===== src/shared/fcp_pkg.sv =====
package fcp_pkg;

  // Sampling clock and timing figures
  localparam int CLK_MHZ = 50;
  localparam int TXD_TIMEOUT_US = 1000;
  localparam int FAIL_ENTRY_US = 40;
  localparam int FAIL_EXIT_US = 200;
  localparam int SLEEP_HOLD_US = 50;
  localparam int TXD_TIMEOUT_CYC = TXD_TIMEOUT_US * CLK_MHZ;
  localparam int FAIL_ENTRY_CYC = FAIL_ENTRY_US * CLK_MHZ;
  localparam int FAIL_EXIT_CYC = FAIL_EXIT_US * CLK_MHZ;
  localparam int SLEEP_HOLD_CYC = SLEEP_HOLD_US * CLK_MHZ;
  localparam int CNT_W = 20;

  // Register map, byte addresses
  localparam logic [7:0] CTRL_OFS = 8'h00;
  localparam logic [7:0] STATUS_OFS = 8'h04;
  localparam logic [7:0] IRQ_STAT_OFS = 8'h08;
  localparam logic [7:0] IRQ_CLR_OFS = 8'h0c;
  localparam logic [7:0] IRQ_EN_OFS = 8'h10;

  localparam logic CTRL_RST = 1'h1;
  localparam logic [3:0] IRQ_EN_RST = 4'h0;
  localparam int NUM_EV = 4;
  localparam int EV_WAKE = 0;
  localparam int EV_FAIL_H = 1;
  localparam int EV_FAIL_L = 2;
  localparam int EV_TIMEOUT = 3;
  localparam int LINE_H = 0;
  localparam int LINE_L = 1;

  localparam logic [1:0] RESP_OKAY = 2'h0;
  localparam logic [1:0] RESP_SLVERR = 2'h2;

  typedef enum logic [4:0] {
    M_STANDBY = 5'h01,
    M_SLEEP = 5'h02,
    M_GOSLEEP = 5'h04,
    M_RXONLY = 5'h08,
    M_NORMAL = 5'h10
  } fcp_mode_t;

  typedef struct packed {
    logic txd;
    logic not_standby;
    logic transfer_en;
    logic wake;
    logic canh_dom;
    logic canl_dom;
    logic canh_fail;
    logic canl_fail;
  } fcp_pins_t;

endpackage : fcp_pkg


===== src/core/fcp_ctrl.sv =====
`timescale 1ns/1ps
`default_nettype none

// Summary of operation
// Low transmit input drives bus dominant, high leaves it recessive.
// Receive output low while bus dominant, high while recessive.
// In Normal mode the error flag goes low on a wiring failure.
// Transmit input dominant past timeout disables both line drivers.
// A wiring failure switches to single-wire mode on the intact line.
// Normal mode without failures uses the differential line pair.
// Wake edge in low power pulls receive low; from Sleep, inhibit goes high.
// Both rising and falling wake input edges count as wake-up.
// Bit timing supports rates up to 125 kBaud; controller stays below it.
// High-line termination is switched off when the high line fails.
// Low-line termination follows both failure state and operating mode.
// Mode is chosen from the not-standby and transfer-enable inputs.
// Bus wake-up works under every line failure condition.
// Controller raises both mode inputs to reach Normal after wake-up.
// Receive-Only passes bus data to receive output, never transmits.
// Controller holds Go-to-Sleep for the minimum hold time first.
// Differential mode returns only after an exit delay once failure clears.
// Dominant timeout clears when the transmit input returns recessive.
// Delays and timeout are sampling-clock counters reset at power-up.
module fcp_ctrl
  import fcp_pkg::*;
#(
  parameter int unsigned TXD_TIMEOUT = TXD_TIMEOUT_CYC,
  parameter int unsigned FAIL_ENTRY = FAIL_ENTRY_CYC,
  parameter int unsigned FAIL_EXIT = FAIL_EXIT_CYC,
  parameter int unsigned SLEEP_HOLD = SLEEP_HOLD_CYC
) (
  input wire logic aclk,
  input wire logic aresetn,
  input wire logic [7:0] s_axi_awaddr,
  input wire logic s_axi_awvalid,
  output logic s_axi_awready,
  input wire logic [31:0] s_axi_wdata,
  input wire logic [3:0] s_axi_wstrb,
  input wire logic s_axi_wvalid,
  output logic s_axi_wready,
  output logic [1:0] s_axi_bresp,
  output logic s_axi_bvalid,
  input wire logic s_axi_bready,
  input wire logic [7:0] s_axi_araddr,
  input wire logic s_axi_arvalid,
  output logic s_axi_arready,
  output logic [31:0] s_axi_rdata,
  output logic [1:0] s_axi_rresp,
  output logic s_axi_rvalid,
  input wire logic s_axi_rready,
  input wire logic txd_in,
  input wire logic not_standby_in,
  input wire logic transfer_enable_in,
  input wire logic wake_input,
  input wire logic canh_dominant_in,
  input wire logic canl_dominant_in,
  input wire logic canh_failure_in,
  input wire logic canl_failure_in,
  output logic rxd_out,
  output logic error_flag_n,
  output logic regulator_inhibit_out,
  output logic canh_drive,
  output logic canl_drive,
  output logic high_line_termination,
  output logic low_line_termination,
  output logic low_term_to_battery,
  output logic irq
);

  fcp_pins_t pin_raw, pin_m_r, pin_s_r;
  fcp_mode_t mode_r, mode_nxt;
  logic wake_prev_r, wake_r, pwrup_flag_r, to_r, ctrl_fm_en_r;
  logic [CNT_W-1:0] to_cnt_r, hold_cnt_r;
  logic [1:0] fail_r, fail_raw;
  logic [CNT_W-1:0] fail_cnt_r [2];
  logic [NUM_EV-1:0] irq_stat_r, irq_en_r, irq_ev, irq_clr, irq_stat_nxt;
  logic wake_edge, low_power, bus_dom, bus_wake, tx_dom;
  logic aw_have_r, w_have_r, do_write;
  logic [7:0] awaddr_r;
  logic [31:0] wdata_r;
  logic [3:0] wstrb_r;

  function automatic logic [31:0] read_mux(input logic [7:0] a, input logic [31:0] st);
    case (a)
      CTRL_OFS: read_mux = {31'h0, ctrl_fm_en_r};
      STATUS_OFS: read_mux = st;
      IRQ_STAT_OFS: read_mux = {28'h0, irq_stat_r};
      IRQ_EN_OFS: read_mux = {28'h0, irq_en_r};
      default: read_mux = 32'h0;
    endcase
  endfunction : read_mux

  function automatic logic mapped(input logic [7:0] a);
    mapped = (a == CTRL_OFS) || (a == STATUS_OFS) || (a == IRQ_STAT_OFS) ||
             (a == IRQ_CLR_OFS) || (a == IRQ_EN_OFS);
  endfunction : mapped

  // Pins are asynchronous to aclk: two flops before any use
  assign pin_raw = '{txd: txd_in, not_standby: not_standby_in,
                     transfer_en: transfer_enable_in, wake: wake_input,
                     canh_dom: canh_dominant_in, canl_dom: canl_dominant_in,
                     canh_fail: canh_failure_in, canl_fail: canl_failure_in};

  always_ff @(posedge aclk) begin
    if (!aresetn) begin
      pin_m_r <= '0;
      pin_s_r <= '0;
      wake_prev_r <= 1'b0;
    end else begin
      pin_m_r <= pin_raw;
      pin_s_r <= pin_m_r;
      wake_prev_r <= pin_s_r.wake;
    end
  end

  // Reset takes wake_prev low, so a wake pin resting high gives one edge, which sets wake_r as a wake-up in Standby
  assign wake_edge = pin_s_r.wake != wake_prev_r;
  assign low_power = (mode_r == M_STANDBY) || (mode_r == M_SLEEP) || (mode_r == M_GOSLEEP);
  assign bus_wake = pin_s_r.canh_dom || pin_s_r.canl_dom;

  always_comb begin
    mode_nxt = mode_r;
    case ({pin_s_r.not_standby, pin_s_r.transfer_en})
      2'b11: mode_nxt = M_NORMAL;
      2'b10: mode_nxt = M_RXONLY;
      2'b01: begin
        if (mode_r == M_SLEEP) begin
          mode_nxt = M_SLEEP;
        end else if (mode_r == M_GOSLEEP && hold_cnt_r >= CNT_W'(SLEEP_HOLD)) begin
          mode_nxt = M_SLEEP;
        end else begin
          mode_nxt = M_GOSLEEP;
        end
      end
      2'b00: begin
        // Transfer-enable may drop as supply fades after Go-to-Sleep
        if (mode_r == M_SLEEP || (mode_r == M_GOSLEEP && hold_cnt_r >= CNT_W'(SLEEP_HOLD))) begin
          mode_nxt = M_SLEEP;
        end else begin
          mode_nxt = M_STANDBY;
        end
      end
      default: mode_nxt = mode_r;
    endcase
    if (mode_r == M_SLEEP && (wake_edge || bus_wake)) begin
      mode_nxt = M_STANDBY;
    end
  end

  always_ff @(posedge aclk) begin
    if (!aresetn) begin
      mode_r <= M_STANDBY;
      hold_cnt_r <= '0;
    end else begin
      mode_r <= mode_nxt;
      if (mode_r != M_GOSLEEP) begin
        hold_cnt_r <= '0;
      end else if (hold_cnt_r < CNT_W'(SLEEP_HOLD)) begin
        hold_cnt_r <= hold_cnt_r + 1'b1;
      end
    end
  end

  // Wake request and power-up flag; set and clear never share a mode
  always_ff @(posedge aclk) begin
    if (!aresetn) begin
      wake_r <= 1'b0;
      pwrup_flag_r <= 1'b1;
    end else begin
      if (mode_r == M_NORMAL) begin
        wake_r <= 1'b0;
        pwrup_flag_r <= 1'b0;
      end else if (low_power && (wake_edge || bus_wake)) begin
        wake_r <= 1'b1;
      end
    end
  end

  // Dominant timeout guards against a stuck controller
  always_ff @(posedge aclk) begin
    if (!aresetn) begin
      to_cnt_r <= '0;
      to_r <= 1'b0;
    end else if (pin_s_r.txd) begin
      to_cnt_r <= '0;
      to_r <= 1'b0;
    end else if (to_cnt_r >= CNT_W'(TXD_TIMEOUT - 1)) begin
      to_r <= 1'b1;
    end else begin
      to_cnt_r <= to_cnt_r + 1'b1;
    end
  end

  // Failure filters: entry and exit delays reject RF glitches
  assign fail_raw = {pin_s_r.canl_fail, pin_s_r.canh_fail} & {2{ctrl_fm_en_r}};

  generate
    for (genvar i = 0; i < 2; i++) begin : g_fail
      always_ff @(posedge aclk) begin
        if (!aresetn) begin
          fail_cnt_r[i] <= '0;
          fail_r[i] <= 1'b0;
        end else if (fail_raw[i] == fail_r[i]) begin
          fail_cnt_r[i] <= '0;
        end else if (fail_cnt_r[i] >= CNT_W'((fail_raw[i] ? FAIL_ENTRY : FAIL_EXIT) - 1)) begin
          fail_cnt_r[i] <= '0;
          fail_r[i] <= fail_raw[i];
        end else begin
          fail_cnt_r[i] <= fail_cnt_r[i] + 1'b1;
        end
      end
    end
  endgenerate

  // Single-wire reception on the intact line, differential otherwise
  always_comb begin
    if (fail_r[LINE_H]) begin
      bus_dom = pin_s_r.canl_dom;
    end else if (fail_r[LINE_L]) begin
      bus_dom = pin_s_r.canh_dom;
    end else begin
      bus_dom = pin_s_r.canh_dom && pin_s_r.canl_dom;
    end
  end

  assign tx_dom = !pin_s_r.txd && (mode_r == M_NORMAL) && !to_r;

  always_ff @(posedge aclk) begin
    if (!aresetn) begin
      rxd_out <= 1'b1;
      error_flag_n <= 1'b1;
      regulator_inhibit_out <= 1'b1;
      canh_drive <= 1'b0;
      canl_drive <= 1'b0;
      high_line_termination <= 1'b1;
      low_line_termination <= 1'b1;
      low_term_to_battery <= 1'b1;
    end else begin
      rxd_out <= low_power ? !wake_r : !bus_dom;
      if (mode_r == M_NORMAL) begin
        error_flag_n <= !(|fail_r);
      end else if (mode_r == M_RXONLY) begin
        error_flag_n <= !pwrup_flag_r;
      end else begin
        error_flag_n <= !wake_r;
      end
      regulator_inhibit_out <= (mode_r != M_SLEEP);
      canh_drive <= tx_dom && !fail_r[LINE_H];
      canl_drive <= tx_dom && !fail_r[LINE_L];
      high_line_termination <= !fail_r[LINE_H];
      low_line_termination <= !fail_r[LINE_L];
      low_term_to_battery <= low_power;
    end
  end

  // Interrupts: sticky status, write-one-to-clear, set beats clear
  assign irq_ev[EV_WAKE] = low_power && (wake_edge || bus_wake) && !wake_r;
  assign irq_ev[EV_FAIL_H] = fail_raw[LINE_H] && !fail_r[LINE_H] &&
                             fail_cnt_r[LINE_H] >= CNT_W'(FAIL_ENTRY - 1);
  assign irq_ev[EV_FAIL_L] = fail_raw[LINE_L] && !fail_r[LINE_L] &&
                             fail_cnt_r[LINE_L] >= CNT_W'(FAIL_ENTRY - 1);
  assign irq_ev[EV_TIMEOUT] = !pin_s_r.txd && !to_r && to_cnt_r >= CNT_W'(TXD_TIMEOUT - 1);
  assign do_write = aw_have_r && w_have_r && !s_axi_bvalid;
  assign irq_clr = (do_write && awaddr_r == IRQ_CLR_OFS && wstrb_r[0]) ?
                   wdata_r[NUM_EV-1:0] : '0;
  assign irq_stat_nxt = (irq_stat_r & ~irq_clr) | irq_ev;

  always_ff @(posedge aclk) begin
    if (!aresetn) begin
      irq_stat_r <= '0;
      irq <= 1'b0;
    end else begin
      irq_stat_r <= irq_stat_nxt;
      irq <= |(irq_stat_nxt & irq_en_r);
    end
  end

  // AXI4-Lite write side: address and data taken in either order
  always_ff @(posedge aclk) begin
    if (!aresetn) begin
      aw_have_r <= 1'b0;
      w_have_r <= 1'b0;
      s_axi_awready <= 1'b0;
      s_axi_wready <= 1'b0;
      s_axi_bvalid <= 1'b0;
      s_axi_bresp <= RESP_OKAY;
      awaddr_r <= '0;
      wdata_r <= '0;
      wstrb_r <= '0;
    end else begin
      if (s_axi_awvalid && s_axi_awready) begin
        aw_have_r <= 1'b1;
        awaddr_r <= s_axi_awaddr;
      end else if (do_write) begin
        aw_have_r <= 1'b0;
      end
      if (s_axi_wvalid && s_axi_wready) begin
        w_have_r <= 1'b1;
        wdata_r <= s_axi_wdata;
        wstrb_r <= s_axi_wstrb;
      end else if (do_write) begin
        w_have_r <= 1'b0;
      end
      s_axi_awready <= !(aw_have_r || (s_axi_awvalid && s_axi_awready)) || do_write;
      s_axi_wready <= !(w_have_r || (s_axi_wvalid && s_axi_wready)) || do_write;
      if (do_write) begin
        s_axi_bvalid <= 1'b1;
        s_axi_bresp <= mapped(awaddr_r) ? RESP_OKAY : RESP_SLVERR;
      end else if (s_axi_bready) begin
        s_axi_bvalid <= 1'b0;
      end
    end
  end

  always_ff @(posedge aclk) begin
    if (!aresetn) begin
      ctrl_fm_en_r <= CTRL_RST;
      irq_en_r <= IRQ_EN_RST;
    end else if (do_write && wstrb_r[0]) begin
      if (awaddr_r == CTRL_OFS) begin
        ctrl_fm_en_r <= wdata_r[0];
      end
      if (awaddr_r == IRQ_EN_OFS) begin
        irq_en_r <= wdata_r[NUM_EV-1:0];
      end
    end
  end

  // AXI4-Lite read side: one cycle from address to data
  always_ff @(posedge aclk) begin
    if (!aresetn) begin
      s_axi_arready <= 1'b0;
      s_axi_rvalid <= 1'b0;
      s_axi_rdata <= '0;
      s_axi_rresp <= RESP_OKAY;
    end else begin
      if (s_axi_arvalid && s_axi_arready) begin
        s_axi_rvalid <= 1'b1;
        s_axi_rdata <= read_mux(s_axi_araddr,
                               {22'h0, to_r, fail_r, wake_r, pwrup_flag_r, mode_r});
        s_axi_rresp <= mapped(s_axi_araddr) ? RESP_OKAY : RESP_SLVERR;
        s_axi_arready <= 1'b0;
      end else begin
        if (s_axi_rready) begin
          s_axi_rvalid <= 1'b0;
        end
        s_axi_arready <= !s_axi_rvalid || s_axi_rready;
      end
    end
  end

  property p_tx_dom;
    @(posedge aclk) disable iff (!aresetn)
      (mode_r == M_NORMAL && !to_r && fail_r == 2'h0 && !pin_s_r.txd)
      |=> (canh_drive && canl_drive);
  endproperty
  a_tx_dom: assert property (p_tx_dom) else $error("dominant transmit not driven");

  property p_rx_dom;
    @(posedge aclk) disable iff (!aresetn)
      (mode_r == M_NORMAL && pin_s_r.canh_dom && pin_s_r.canl_dom) |=> !rxd_out;
  endproperty
  a_rx_dom: assert property (p_rx_dom) else $error("receive not low on dominant bus");

  property p_err_flag;
    @(posedge aclk) disable iff (!aresetn)
      (mode_r == M_NORMAL && |fail_r) |=> !error_flag_n;
  endproperty
  a_err_flag: assert property (p_err_flag) else $error("error flag not raised");

  property p_timeout;
    @(posedge aclk) disable iff (!aresetn)
      to_r |=> (!canh_drive && !canl_drive);
  endproperty
  a_timeout: assert property (p_timeout) else $error("drivers active after timeout");

  property p_single_wire;
    @(posedge aclk) disable iff (!aresetn)
      fail_r[LINE_H] |=> (!canh_drive && !high_line_termination);
  endproperty
  a_single_wire: assert property (p_single_wire) else $error("failed high line still used");

  property p_wake;
    @(posedge aclk) disable iff (!aresetn)
      (mode_r == M_SLEEP && wake_edge) |=> (mode_r == M_STANDBY && wake_r) ##1
        (!rxd_out && regulator_inhibit_out);
  endproperty
  a_wake: assert property (p_wake) else $error("wake from sleep not signalled");

  property p_wake_fall;
    @(posedge aclk) disable iff (!aresetn)
      (low_power && $fell(pin_s_r.wake)) |=> wake_r;
  endproperty
  a_wake_fall: assert property (p_wake_fall) else $error("falling wake edge missed");

  property p_rx_only;
    @(posedge aclk) disable iff (!aresetn)
      (mode_r == M_RXONLY) |=> (!canh_drive && !canl_drive);
  endproperty
  a_rx_only: assert property (p_rx_only) else $error("transmit in receive-only");

  property p_to_clear;
    @(posedge aclk) disable iff (!aresetn)
      (to_r && pin_s_r.txd) |=> !to_r;
  endproperty
  a_to_clear: assert property (p_to_clear) else $error("timeout not cleared");

endmodule : fcp_ctrl

`default_nettype wire


===== config.mk =====
export PLATFORM = sky130hd
export DESIGN_NAME = fcp_ctrl
export DESIGN_NICKNAME = d
export VERILOG_FILES = /design/src/shared/fcp_pkg.sv /design/src/core/fcp_ctrl.sv
export SDC_FILE = /design/constraint.sdc
export NUM_CORES = 1
export LEC_CHECK = 0
export BUFFER_PORTS_ARGS = -buffer_cell sky130_fd_sc_hd__buf_2
export CORE_ASPECT_RATIO = 0.75
export CORE_MARGIN = 8
export CORE_UTILIZATION = 25
export CTS_CLUSTER_SIZE = 25
export DETAILED_ROUTE_END_ITERATION = 12
export SYNTH_ARGS = -nofsm -noshare
export SYNTH_HDL_FRONTEND = slang
export SYNTH_SLANG_ARGS = --single-unit

===== constraint.sdc =====
create_clock -name aclk -period 2.75 [get_ports aclk]
set_input_delay 0.4125 -clock aclk [delete_from_list [all_inputs] [get_ports aclk]]
set_output_delay 0.4125 -clock aclk [all_outputs]
set_load 0.005 [all_outputs]

==> results of run 1 <==
==> per-layer routing <==
metal | track usage [%] | share of wire (%) | vias up
met5 | 0 | 0 | -
met4 | 3.836 | 1.8 | 0
met3 | 2.376 | 4.0 | 17
met2 | 13.22 | 42 | 79
met1 | 12.87 | 52 | 2420
li1 | - | - | 2665
==> worst paths after layout <==
kind | startpoint | end | slack, ps | cells after the start
max | fail_cnt_r[1][0] | fail_cnt_r[1][13] | 290 | 6
min | wake_input | pin_m_r[4] | 190 | 2
max reg2reg | fail_cnt_r[1][0] | fail_cnt_r[1][13] | 290 | 6
min reg2reg | pin_m_r[1] | pin_s_r[1] | 430 | 1
==> cells by family (layout without fill, tap and decap cells) <==
logic type,after synthesis,in the layout,share of synthesized area [%]
AOI/OAI and AO/OA,109,109,12.25
muxes,8,8,1.163
DFF,157,157,50.66
xor gates and xnor gates,47,47,5.885
adders and majority gates,11,11,1.968
buffers and inverters,60,115,4.526
other,2,75,0.1074
and+or+nand+nor,316,316,23.43
==> power by group through the flow <==
stage	sequential, W	combinational [W]	clock (W)
3_5_place_dp	0.00255	0.000227	0
3_3_place_gp	0.00254	0.000223	0
5_1_grt	0.00251	0.000264	0.00229
4_1_cts	0.00250	0.000228	0.00220
2_1_floorplan	0.00253	0.000176	0
6_report	0.00250	0.000229	0.00213
==> critical path, stage by stage, from the launching register on <==
cell      delay [ps]
edfxtp_1         420
ha_1             260
a311oi_1         440
nor2_1           120
a311oi_1         410
a22o_1           450
and3_1           230
==> layout make-up <==
class                      instances  area share, %
clock inverter                    12          1.094
clock buffer                      20          5.228
sequential                       157          42.43
multi-input combinational        566          40.81
timing repair buffer              71          4.554
inverter                          12         0.5393
tap                              357          5.348
==> stage by stage <==
step	worst slack (ps)	area [µm²]	hold slack [ps]	cells	util (%)
4_1_cts	329.3	8352	172.8	1195	30.06
6_report	288.0	8352	192.0	1195	30.06
3_3_place_gp	395.7	7824	415.6	1163	28.16
3_5_place_dp	357.5	7824	420.8	1163	28.16
5_1_grt	143.7	8352	179.4	1195	30.06
2_1_floorplan	707.8	7268	411.9	783	-
==> state kept, by name, summed over array words and instances (netlist names), 2 cells and up <==
signal and count:
irq_stat_r 4, mode_r 5, awaddr_r 8, to_cnt_r 20
wdata_r 4, s_axi_rdata 10, pin_s_r 8, fail_r 2
fail_cnt_r 40, hold_cnt_r 20, pin_m_r 8, irq_en_r 4
==> placed cells by master (no fill, tap or decap), types with 4 or more instances in the layout <==
cell / instances
nor3_1: 15
a21boi_0: 23
xnor2_1: 29
nand4_1: 5
nor4_1: 17
buf_2: 61
conb_1: 75
edfxtp_1: 40
nor2_1: 60
ha_1: 11
nor4b_1: 5
xor2_1: 18
nand3_1: 43
o211ai_1: 4
nand2_1: 70
dfxtp_1: 117
buf_4: 10
nor2b_1: 11
o21ai_0: 16
a21oi_1: 18
inv_1: 12
mux2i_1: 7
and2_1: 34
and3_1: 29
clkbuf_16: 17
clkinvlp_4: 4
nand2b_1: 5
a211oi_1: 8
==> flow_summary_export.csv, run 1 <==
group,metric,value,unit
status,status,"completed",
grt,antenna_found_initial,0,
pwr,leakage,3.220,nW
pwr,power_switching,0.001161,W
setup_path,arrival,2750,ps
pwr,seq_power_share,51.4,%
sta,worstMarginPinSlew,748.8,ps
synthesis,synth_commonest_cells,"dfxtp_1, nand2_1, nor2_1",
synthesis,synth_area_leaders,"dfxtp_1, edfxtp_1, nand2_1",
synthesis,yosysMostFrequentCell,"dfxtp_1",
floorplanning,initial_utilization,25.17,%
synthesis,avgSynthCellArea,9.851,µm²
cts,ctsResizeCount,0,
sta,max_freq,406.2,MHz
grt,grt_usage,9.215,%
cts,post_cts_buffers,0,
cts,cts_sinks,157,
floorplanning,dieArea,0.03364,mm²
sta,setup_viol,0,
place,portBuffers,61,
sta,setup_tns,0,ps
grt,grt_pass1_wl,25210,µm
synthesis,netlist_instances,710,
cts,htreeDepth,4,
worst_hold_path,min_path_type,"input port to flip-flop",
flow_run,max-cap-violations,0,
floorplanning,die_h,160.9,µm
layout,drive_gt1_share,13.37,%
route,wl_per_cell,12.81,µm
route,drtIter0Drc,323,
setup_path,start_kind,"flip-flop",
place,detailed_place_hpwl,11420,µm
pwr,p_int,0.003694,W
route,vias,5181,
setup_path,cp_max_fo,14,
setup_path,setup.worst_path.end_class,"flip-flop",
synthesis,yosysUniqueCellTypes,60,
layout,multi_input_comb_area,0.003408,mm²
cts,clockBufferDepth,2,
sta,slew-limit-headroom,50.08,%
floorplanning,num_rows,53,
synthesis,ys_async_sr_fraction,0,%
sta,skew,10.77,ps
layout,fillers,2888,
pwr,max-vdd-ir-drop,0.4286,mV
grt,grt_max_degree,35,
pwr,pwr-share-clk,43.9,%
synthesis,synth_edf_count,40,
cts,cts_buffers,17,
synthesis,yosysWarnings,0,
place,place_congestion,0.7831,
grt,grt_pass1_vias,4967,
cts,cts_tree,"yes",
synthesis,synth-seq-area-share,50.66,%
sta,hold_viol,0,
setup_path,critPathKind,"flip-flop to flip-flop",
cts,clkLatencyLatePin,420,ps
floorplanning,ios,117,
setup_path,crit_required,3040,ps
layout,syn_to_final_growth,19.41,%
floorplanning,fp.dieW,209.1,µm
cts,path_clk_slew,70,ps
route,drtPass1Iterations,5,
layout,diodes,0,
layout,nets,903,
synthesis,synth_ff_type,"dfxtp_1",
synthesis,yosysTopAreaCell,"dfxtp_1",
sta,report.final.slew_viol_count,0,
grt,grt.overflow.total,0,
pwr,swShare,23.92,%
synthesis,syn-cell-area,0.006994,mm²
route,postRouteAntennaNets,0,
layout,seqCellArea,0.003543,mm²
route,drcViolationCount,0,
route,drt-total-wl,15310,µm
pwr,totalPowerFinal,0.004856,W
sta,rsz0062_at_grt,"false",
sta,finalCritPeriodShare,89.53,%
sta,fin_crit,2462,ps
synthesis,yosys.area.top_type_share,33.49,%
synthesis,ys_ff_latch,157,
cts,clock-root-buffer,"clkbuf_16",
cts,hold_buffers,0,
pwr,pwr-share-comb,4.7,%
route,vias_per_cell,4.336,
floorplanning,coreArea,0.02779,mm²
pwr,power_density,581.4,mW/mm²
Power figures use the tool's default switching activity.
==> inputs of run 2 (changes only) <==
--- a/config.mk
+++ b/config.mk
@@ -5,6 +5,7 @@
 export SDC_FILE = /design/constraint.sdc
 export NUM_CORES = 1
 export LEC_CHECK = 0
+export ABC_AREA = 1
 export BUFFER_PORTS_ARGS = -buffer_cell sky130_fd_sc_hd__buf_2
 export CORE_ASPECT_RATIO = 0.75
 export CORE_MARGIN = 8
==> flow_summary_export.csv, run 2 <==
group,metric,value,unit
route,drt-total-wl,15570,µm
cts,clockBufferDepth,2,
sta,setup_viol,0,
setup_path,rr_endpoint,"fail_cnt_r[1][13]",
setup_path,crit_required,3010,ps
synthesis,yosysTopAreaCell,"dfxtp_1",
grt,antenna_found_initial,0,
sta,skew,12.45,ps
grt,grt_pass1_wl,26060,µm
cts,cts_sinks,157,
layout,reg_top3,"fail_cnt_r: 40 flops, hold_cnt_r: 20 flops, to_cnt_r: 20 flops",
worst_hold_path,worstHoldStart,"canh_dominant_in",
sta,worstMarginPinSlew,708.0,ps
setup_path,setup.worst_path.end_class,"flip-flop",
synthesis,synth_commonest_cells,"nand2_1, nor2_1, dfxtp_1",
grt,grt_usage,9.456,%
synthesis,yosys.area.top_type_share,33.09,%
place,place_congestion,0.8066,
grt,grt_max_degree,48,
sta,fin_crit,2251,ps
sta,setup_tns,0,ps
floorplanning,coreArea,0.02792,mm²
cts,htreeDepth,4,
worst_hold_path,min_path_type,"input port to flip-flop",
grt,grt_pass1_vias,5385,
setup_path,start_kind,"flip-flop",
synthesis,synth_area_leaders,"dfxtp_1, edfxtp_1, nand2_1",
setup_path,cp_max_fo,14,
setup_path,critPathKind,"flip-flop to flip-flop",
floorplanning,initial_utilization,25.35,%
synthesis,ys_async_sr_fraction,0,%
synthesis,avgSynthCellArea,8.117,µm²
layout,diodes,0,
route,vias_per_cell,4.049,
sta,hold_viol,0,
route,drcViolationCount,0,
synthesis,yosysMostFrequentCell,"nand2_1",
layout,drive_gt1_share,12.09,%
cts,clkLatencyLatePin,420,ps
layout,most-common-layout-cells,"nand2_1, nor2_1, dfxtp_1",
setup_path,reg2reg_slack,500,ps
synthesis,syn-cell-area,0.007078,mm²
floorplanning,num_rows,53,
synthesis,netlist_instances,872,
synthesis,synth-seq-area-share,50.06,%
cts,cts_tree,"yes",
synthesis,ys_ff_latch,157,
floorplanning,dieArea,0.03401,mm²
sta,finalCritPeriodShare,81.86,%
status,status,"completed",
layout,syn_to_final_growth,19.52,%
cts,path_clk_slew,60,ps
synthesis,yosysWarnings,0,
pwr,leakage,3.562,nW
floorplanning,fp.dieW,210.3,µm
worst_hold_path,worstHoldEndpoint,"pin_m_r[3]",
pwr,max-vdd-ir-drop,0.3540,mV
setup_path,arrival,2510,ps
sta,max_freq,444.2,MHz
place,portBuffers,61,
cts,post_cts_buffers,0,
synthesis,synth_ff_type,"dfxtp_1",
synthesis,yosysUniqueCellTypes,44,
pwr,power_density,592.7,mW/mm²
synthesis,synth_edf_count,40,
route,drtIter0Drc,370,
layout,layout_commonest_cell,"nand2_1",
layout,regMostFlops,"fail_cnt_r",
cts,cts_buffers,17,
floorplanning,die_h,161.7,µm
route,wl_per_cell,11.23,µm
route,drtPass1Iterations,5,
sta,report.final.slew_viol_count,0,
place,placed_area,0.007888,mm²
flow_run,max-cap-violations,0,
setup_path,r2r_cells,9,
sta,whs,170.4,ps
layout,largest_reg_flops,40,
sta,rsz0062_at_grt,"false",
setup_path,reg2reg_from,"ctrl_fm_en_r",
cts,hold_buffers,0,
cts,clock-root-buffer,"clkbuf_16",
grt,grt.overflow.total,0,
worst_hold_path,min_path_cells,3,
sta,slew-limit-headroom,52.62,%
route,vias,5612,
cts,ctsResizeCount,0,
place,detailed_place_hpwl,11660,µm
layout,fin_area,0.008459,mm²
floorplanning,ios,117,
layout,nets,1066,
route,postRouteAntennaNets,0,
[run 2: cell type report]
cell class                      count  area (µm²)
Fill cell                        2979       19460
Multi-Input combinational cell    632        3097
Timing Repair Buffer               64       327.8
Tap cell                          385       481.7
Clock inverter                     11       78.83
Sequential cell                   157        3543
Clock buffer                       21       493.0
Inverter                          116       437.9
[run 2: power breakdown]
group	total [W]	internal (W)	switching [W]
clock	0.00226	0.00129	0.000973
combinational	0.000255	0.0000906	0.000164
sequential	0.00249	0.00244	0.0000502
total	0.00501	0.00383	0.00119
[run 2: cells by family (layout without fill, tap and decap cells)]
kind of cell / Yosys count / in the layout / synth area share [%]
XOR/XNOR: 30 / 30 / 3.712
buffers and inverters: 156 / 212 / 10.06
adder cells (fa/ha/maj): 11 / 11 / 1.944
AND/OR/NAND/NOR: 410 / 410 / 25.81
other: 2 / 75 / 0.1061
AO/OA/AOI/OAI: 106 / 106 / 8.308
flip-flops: 157 / 157 / 50.06
[run 2: per-stage QoR]
stage,std cells,total power (W),setup WS [ps],utilization [%]
global placement,1354,0.002792,553.2,28.25
detailed placement,1354,0.002798,499.9,28.25
floorplan,945,0.002731,998.1,-
global route,1386,0.005238,209.6,30.30
CTS,1386,0.005072,490.2,30.30
finish,1386,0.005014,498.7,30.30
[run 2: layer usage]
metal / up-vias / global-route usage [%] / routed length (µm)
li1: 2967 / - / -
met1: 2557 / 11.89 / 7658
met2: 77 / 15.05 / 7035
met3: 11 / 3.235 / 631
met4: 0 / 3.069 / 243
met5: - / 0 / 0
[run 2: critical path, stage by stage, from the launching register on]
cell and delay, ps:
dfxtp_1 440, nand2_1 210, ha_1 360, a21oi_1 160, nand2_1 70, nand2_1 50, nand2_1 40, o21ai_1 140
nand4_2 360, a21oi_1 260
[run 2: worst max-delay path by stage]
| stage | from | endpoint | slack, ps |
|---|---|---|---|
| 2_1_floorplan | fail_cnt_r[0][6] | fail_cnt_r[0][6] | 1000 |
| 3_3_place_gp | ctrl_fm_en_r | fail_cnt_r[1][13] | 550 |
| 3_5_place_dp | ctrl_fm_en_r | fail_cnt_r[1][13] | 500 |
| 4_1_cts | ctrl_fm_en_r | fail_cnt_r[1][13] | 490 |
| 5_1_grt | ctrl_fm_en_r | fail_cnt_r[1][13] | 210 |
| 6_report | ctrl_fm_en_r | fail_cnt_r[1][13] | 500 |
